<file path="src/hdl/sisr_regs.svh">
// constants for the integrity and status response frames
`ifndef SISR_REGS_SVH
`define SISR_REGS_SVH
`define SISR_REPLY_CH14 4'hB
`define SISR_REPLY_CH58 4'hC
`define SISR_REPLY_STAT 4'hD
`define SISR_PATTERN_CH 6'h15
`define SISR_PATTERN_STAT 3'h0
`define SISR_RW_RST 1'b1
`define SISR_FRAME_RST {4'h0, `SISR_RW_RST, 27'h0}
`define SISR_CODE_TRI 3'h0
`define SISR_CODE_PFET_ON 3'h4
`define SISR_CODE_PFET_OFF 3'h2
`define SISR_CODE_PFET_BOTH 3'h6
`define SISR_CODE_NFET_OFF 3'h2
`define SISR_CODE_NFET_ON 3'h1
`define SISR_CODE_NFET_BOTH 3'h3
`define SISR_F_REPLY 31:28
`define SISR_F_RW 27
`define SISR_F_PATTERN_CH 26:21
`define SISR_F_PATTERN_STAT 26:24
`define SISR_F_FB_PROT 23
`define SISR_F_OT 22
`define SISR_F_SDO_OV 21
`define SISR_F_TEMP 20:11
`define SISR_F_BATT 10:1
`define SISR_F_SLOT_TOP 12:10
`define SISR_F_SLOT_LOW 3:1
`define SISR_F_PARITY 0
`endif

</file>
<file path="src/hdl/sisr_pkg.sv">
// types shared by the response frame logic
package sisr_pkg;
    typedef enum logic [1:0] {
        SISR_CMD_CH14 = 2'h0,
        SISR_CMD_CH58 = 2'h1,
        SISR_CMD_STAT = 2'h3
    } sisr_cmd_e;

    typedef struct packed {
        logic valid;
        sisr_cmd_e cmd;
        logic rw;
    } sisr_req_s;

    typedef struct packed {
        logic [7:0] sink_on;
        logic [7:0] source_on;
    } sisr_gate_s;

    typedef struct packed {
        logic [9:0] temp_code;
        logic [9:0] battery_voltage_code;
    } sisr_adc_s;
endpackage

</file>
<file path="src/hdl/sisr_sync.sv">
// three-flop synchroniser with agreement filter for asynchronous levels
`timescale 1ns/1ns
module sisr_sync #(
    parameter int W = 1
) (
    // clock and reset
    input wire logic i_core_clk,
    input wire logic i_rst_n,
    // levels
    input wire logic [W-1:0] i_async,
    output logic [W-1:0] o_level
);
    logic [W-1:0] s1_q, s2_q, s3_q, lvl_q;
    logic [W-1:0] lvl_d;

    // a bit only moves once the second and third stages agree
    always_comb begin
        lvl_d = (s2_q & s3_q) | (lvl_q & (s2_q | s3_q));
    end

    always_ff @(posedge i_core_clk or negedge i_rst_n) begin
        if (!i_rst_n) begin
            s1_q <= '0;
            s2_q <= '0;
            s3_q <= '0;
            lvl_q <= '0;
        end else begin
            s1_q <= i_async;
            s2_q <= s1_q;
            s3_q <= s2_q;
            lvl_q <= lvl_d;
        end
    end

    assign o_level = lvl_q;
endmodule

</file>
<file path="src/hdl/sisr_top.sv">
// builds the channel integrity and device status response frames
`timescale 1ns/1ns
`include "sisr_regs.svh"
module sisr_top (
    // clock and reset
    input wire logic i_core_clk,
    input wire logic i_rst_n,
    // frame request from the serial engine, same clock
    input wire sisr_pkg::sisr_req_s i_req,
    // channel configuration, 1 marks a p-channel high side
    input wire logic [7:0] i_pfet_cfg,
    input wire logic [7:0] i_cmd_on,
    input wire sisr_pkg::sisr_adc_s i_adc,
    // asynchronous comparator levels
    input wire sisr_pkg::sisr_gate_s i_gate_source_status,
    input wire logic [7:0] i_drain_high,
    input wire logic i_feedback_pin_protect_trip,
    input wire logic i_overtemp_now,
    input wire logic i_serial_out_overvoltage,
    // response frame
    output logic [31:0] o_frame,
    output logic o_frame_valid
);
    import sisr_pkg::*;

    localparam int SYNC_W = 27;

    logic rst_a_q, rst_b_q, rst_n;
    logic [SYNC_W-1:0] sync_lvl;
    logic [7:0] sink_s, source_s, drain_s;
    logic trip_s, ot_s, sdo_ov_s;
    logic fb_flag_q, fb_flag_d, sdo_flag_q, sdo_flag_d;
    logic [31:0] frame_q, frame_d;
    logic valid_q, valid_d;
    logic [11:0] codes_lo, codes_hi;
    logic [30:0] body;
    logic stat_read;

    // reset release through two flops, assertion stays asynchronous
    always_ff @(posedge i_core_clk or negedge i_rst_n) begin
        if (!i_rst_n) begin
            rst_a_q <= 1'b0;
            rst_b_q <= 1'b0;
        end else begin
            rst_a_q <= 1'b1;
            rst_b_q <= rst_a_q;
        end
    end
    assign rst_n = rst_b_q;

    sisr_sync #(.W(SYNC_W)) u_sync (
        .i_core_clk(i_core_clk),
        .i_rst_n(rst_n),
        .i_async({i_gate_source_status.sink_on, i_gate_source_status.source_on, i_drain_high,
                  i_feedback_pin_protect_trip, i_overtemp_now, i_serial_out_overvoltage}),
        .o_level(sync_lvl)
    );
    assign {sink_s, source_s, drain_s, trip_s, ot_s, sdo_ov_s} = sync_lvl;

    function automatic logic [2:0] gate_code(input logic pfet, input logic sink, input logic src);
        logic [1:0] sel;
        sel = {sink, src};
        if (pfet) begin
            case (sel)
                2'h2: gate_code = `SISR_CODE_PFET_ON;
                2'h1: gate_code = `SISR_CODE_PFET_OFF;
                2'h3: gate_code = `SISR_CODE_PFET_BOTH;
                default: gate_code = `SISR_CODE_TRI;
            endcase
        end else begin
            case (sel)
                2'h2: gate_code = `SISR_CODE_NFET_OFF;
                2'h1: gate_code = `SISR_CODE_NFET_ON;
                2'h3: gate_code = `SISR_CODE_NFET_BOTH;
                default: gate_code = `SISR_CODE_TRI;
            endcase
        end
    endfunction

    // channel packing, highest channel on top
    always_comb begin
        codes_lo = '0;
        codes_hi = '0;
        for (int i = 0; i < 4; i++) begin
            codes_lo[3*i +: 3] = gate_code(i_pfet_cfg[i], sink_s[i], source_s[i]);
            codes_hi[3*i +: 3] = gate_code(i_pfet_cfg[i+4], sink_s[i+4], source_s[i+4]);
        end
    end

    assign stat_read = i_req.valid && (i_req.cmd == SISR_CMD_STAT);

    // protect flag, a trip in the clearing cycle wins
    // serial out overvoltage flag, same set-over-clear rule
    always_comb begin
        fb_flag_d = trip_s | (fb_flag_q & ~stat_read);
        sdo_flag_d = sdo_ov_s | (sdo_flag_q & ~stat_read);
    end

    // frame assembly; unknown command codes leave the last frame in place
    always_comb begin
        body = '0;
        frame_d = frame_q;
        valid_d = 1'b0;
        if (i_req.valid) begin
            case (i_req.cmd)
                SISR_CMD_CH14: begin
                    body = {`SISR_REPLY_CH14, i_req.rw, `SISR_PATTERN_CH, drain_s[3:0], i_cmd_on[3:0], codes_lo};
                    valid_d = 1'b1;
                end
                SISR_CMD_CH58: begin
                    body = {`SISR_REPLY_CH58, i_req.rw, `SISR_PATTERN_CH, drain_s[7:4], i_cmd_on[7:4], codes_hi};
                    valid_d = 1'b1;
                end
                SISR_CMD_STAT: begin
                    body = {`SISR_REPLY_STAT, i_req.rw, `SISR_PATTERN_STAT, fb_flag_q, ot_s, sdo_flag_q,
                            i_adc.temp_code, i_adc.battery_voltage_code};
                    valid_d = 1'b1;
                end
                default: begin
                    body = '0;
                    valid_d = 1'b0;
                end
            endcase
            // one when the body holds an even count of ones
            if (valid_d) begin
                frame_d = {body, ~^body};
            end
        end
    end

    always_ff @(posedge i_core_clk or negedge rst_n) begin
        if (!rst_n) begin
            frame_q <= `SISR_FRAME_RST;
            valid_q <= 1'b0;
            fb_flag_q <= 1'b0;
            sdo_flag_q <= 1'b0;
        end else begin
            frame_q <= frame_d;
            valid_q <= valid_d;
            fb_flag_q <= fb_flag_d;
            sdo_flag_q <= sdo_flag_d;
        end
    end

    assign o_frame = frame_q;
    assign o_frame_valid = valid_q;
endmodule

</file>
<file path="config.mk">
export PLATFORM = sky130hd
export DESIGN_NAME = sisr_top
export DESIGN_NICKNAME = d
export VERILOG_FILES = /design/src/hdl/sisr_pkg.sv /design/src/hdl/sisr_sync.sv /design/src/hdl/sisr_top.sv
export VERILOG_INCLUDE_DIRS = /design/src /design/src/hdl
export SDC_FILE = /design/constraint.sdc
export NUM_CORES = 1
export LEC_CHECK = 0
export BUFFER_PORTS_ARGS = -buffer_cell sky130_fd_sc_hd__clkbuf_2
export CAP_MARGIN = 40
export CORE_UTILIZATION = 54
export CTS_CLUSTER_DIAMETER = 200
export DETAILED_ROUTE_END_ITERATION = 10
export PLACE_DENSITY_LB_ADDON = 0.1
export SETUP_SLACK_MARGIN = 0.2
export SLEW_MARGIN = 20
export SYNTH_ARGS = -nofsm -noshare
export SYNTH_HDL_FRONTEND = slang
export SYNTH_SLANG_ARGS = --single-unit
</file>
<file path="constraint.sdc">
create_clock -name i_core_clk -period 6.1 [get_ports i_core_clk]
set_input_delay 0.305 -clock i_core_clk [delete_from_list [all_inputs] [get_ports i_core_clk]]
set_output_delay 0.305 -clock i_core_clk [all_outputs]
set_load 0.005 [all_outputs]
</file>
==> out/results.ini <==
[outcome]
status = finished, final reports clean

[sta]
finalMaxSlewViolations = 0
worst_pin_slew_ns = 0.809
timing.final.crit_share_pct = 43.1
max_freq_ghz = 0.380
finClkSkew_ns = 0.0103
slew-limit-headroom_pct = 46.1
setup_viol = 0
hold_violations = 0
whs_ns = 0.0932
tns_ns = 0
rsz0062_at_grt = false
layout_min_cycle_time_ns = 2.63

[setup_path]
path_max_fanout = 15
cp-startpoint = i_req[2]
cp-end-kind = flop
cp-start-kind = primary input
critPathRequiredTime_ns = 6.53
worstPathArrival_ns = 3.06
criticalPathCategory = in -> reg
rr_startpoint = u_sync.o_level[26]

[finish]
nFillCells = 632
antenna_cells = 0
final_cell_mix = dfrtp_1, clkbuf_2, nand2_1, dlygate4sd3_1, o21ai_0
area_growth_pct = 29.8
layout_commonest_cell = dfrtp_1
drive_gt1_share_pct = 29.5
finalNetCount = 568

[pwr]
ir_drop_mv = 0.279
seqPwrFrac_pct = 44.9
p_clk_share_pct = 43.6
power.switching_uw = 608
p_leak_uw = 0.00307
pwr-share-comb_pct = 11.5
p_sw_share_pct = 25.4
internal_power_uw = 1790
powerDensity_mw_per_mm2 = 362

[clocking]
cts_tree = done
cts_max_level = 4
cts_sinks = 143
clk_pin_slew_worst_paths_ns = 0.07
clock_latency_ns = 0.52
clockRootBuffer = clkbuf_8
cts_inserted_buffers = 17
cts_buffer_depth = 2
ctsResizeCount = 0

[floorplanning]
rows = 35
die_h_um = 99.1
die_w_um = 99.1
ioPinCount = 102
die_area_mm2 = 0.00983
coreArea_mm2 = 0.00920
start_util_pct = 55.4

[yosys]
synth_cell_types = 38
yosysWarnings = 0
avgSynthCellArea_um2 = 14.2
syn_inst = 359
yosysSeqAreaShare_pct = 70.3
ys_ff_latch = 143
syn_area_mm2 = 0.00509

[routing]
routedWlPerCell_um = 15.9
drt-vias-per-instance = 5.27
wl_um = 9840
vias = 3261
drt_iter0_drc = 141
drt_first_pass_iters = 5
drc_errors = 0
ant_nets = 0

[min_path]
min_path_type = in -> async

[placed_design]
dp_hpwl_um = 6590
gp_congestion = 0.789
port-buffer-count = 99

[global_routing]
globalRouteMet2Util_pct = 33.8
grt_pass1_wl_um = 15800
use_met1_pct = 27.5
grt_pass1_vias = 3238
grt_use_met3_pct = 6.54
antenna_found_initial = 0
grt_usage_pct = 21.2
grt-busiest-layer = met2
grt_overflow = 0
grt_start_max_net_pins = 61

[run]
cap_violations = 0

per-layer routing:
metal  part of all wire [%]  routed length [um]  up-vias
met5                      0                   0        -
met3                    5.9                 580       19
met1                     44                4360     1603
met2                     48                4760      108
met4                    1.4                 140        0
li1                       -                   -     1531
cells by family after synthesis:
logic type	count (synthesis)	share of synthesized area [%]
DFF	143	70.3
AOI/OAI and AO/OA	67	8.89
and+or+nand+nor	67	5.82
adders and majority gates	31	6.29
buffers and inverters	22	2.11
xor gates and xnor gates	17	4.27
muxes	10	2.21
other	2	0.147
cell type report:
class	count	area [um^2]	area share, %
well taps	111	139	2.10
flip-flops and latches	143	3580	54.2
clock buffers	17	414	6.26
clock inverters	15	199	3.01
inverters	5	18.8	0.284
multi-input cells	195	1410	21.4
repair buffers	133	847	12.8
path summary, 6_finish.rpt:
kind                                   endpoint  slack, ns  depth (start not counted)
worst max-delay path                 o_frame[0]       3.47                         10
worst min-delay path                    rst_b_q       0.09                          2
worst max register to register       o_frame[0]       3.79                          7
worst min register to register   u_sync.s2_q[1]       0.31                          0
max in group asynchronous       u_sync.s3_q[21]       4.67                          1
min in group i_core_clk             o_frame[12]       0.09                          3
critical path: stages:
cell and delay, ns:
clkbuf_2 0.11, inv_1 0.06, ha_1 0.39, buf_6 0.25
a222oi_1 0.47, xnor3_1 0.42, xnor3_1 0.38, xnor2_1 0.15
xnor3_1 0.41, o21ai_1 0.12
registers in the layout, summed over array words and instances (netlist names):
name and count:
o_frame 30, u_sync.o_level 27, u_sync.s1_q 27, u_sync.s2_q 27, u_sync.s3_q 27, fb_flag_q 1, o_frame_valid 1, rst_a_q 1
rst_b_q 1, sdo_flag_q 1
repair_timing:
| item | in CTS | in global routing |
|---|---|---|
| setup buffers | 0 | 0 |
| endpoints found under the hold margin | 30 | 0 |
| hold buffers | 29 | 0 |
| setup endpoints to repair | 0 | 0 |
metrics by stage:
step / util [%] / area [um^2] / instances / power [uW] / setup WS (ns)
floorplan: - / 5100 / 360 / 1250 / 1.82
global placement: 61.5 / 5660 / 554 / 1340 / 2.94
detailed placement: 62.1 / 5710 / 558 / 1350 / 2.95
CTS: 71.9 / 6620 / 619 / 2420 / 3.50
global route: 71.9 / 6620 / 619 / 2490 / 3.33
finish: 71.9 / 6620 / 619 / 2400 / 3.47
synthesized netlist by cell type, drive strengths merged:
cell type / n / share of area (%)
dfstp: 1 / 0.52
nor2: 7 / 0.52
nand2b: 4 / 0.49
xnor3: 5 / 2.2
a32oi: 2 / 0.34
a22oi: 1 / 0.15
nor2b: 6 / 0.74
nand3: 3 / 0.29
ha: 4 / 0.98
conb: 2 / 0.15
mux2: 10 / 2.2
and3: 1 / 0.12
o22ai: 1 / 0.12
xor2: 1 / 0.17
and2: 2 / 0.25
buf: 6 / 0.93
inv: 5 / 0.37
a211oi: 1 / 0.15
a32o: 3 / 0.59
maj3: 27 / 5.3
o221ai: 1 / 0.17
a31oi: 6 / 0.74
o21ai: 29 / 2.8
dfrtp: 142 / 70
nand2: 41 / 3.0
nand3b: 1 / 0.15
clkbuf: 11 / 0.81
a221oi: 2 / 0.34
or3: 1 / 0.12
a21oi: 5 / 0.49
a222oi: 12 / 2.4
o21a: 1 / 0.15
xnor2: 11 / 1.9
a21o: 3 / 0.44
or2: 1 / 0.12
power groups by stage:
stage,clock (uW),combinational (uW),sequential (uW)
floorplan,0,166,1090
global placement,0,246,1100
detailed placement,0,261,1090
CTS,1070,277,1080
global route,1100,304,1080
finish,1050,275,1080
Power figures use the tool's default switching activity.
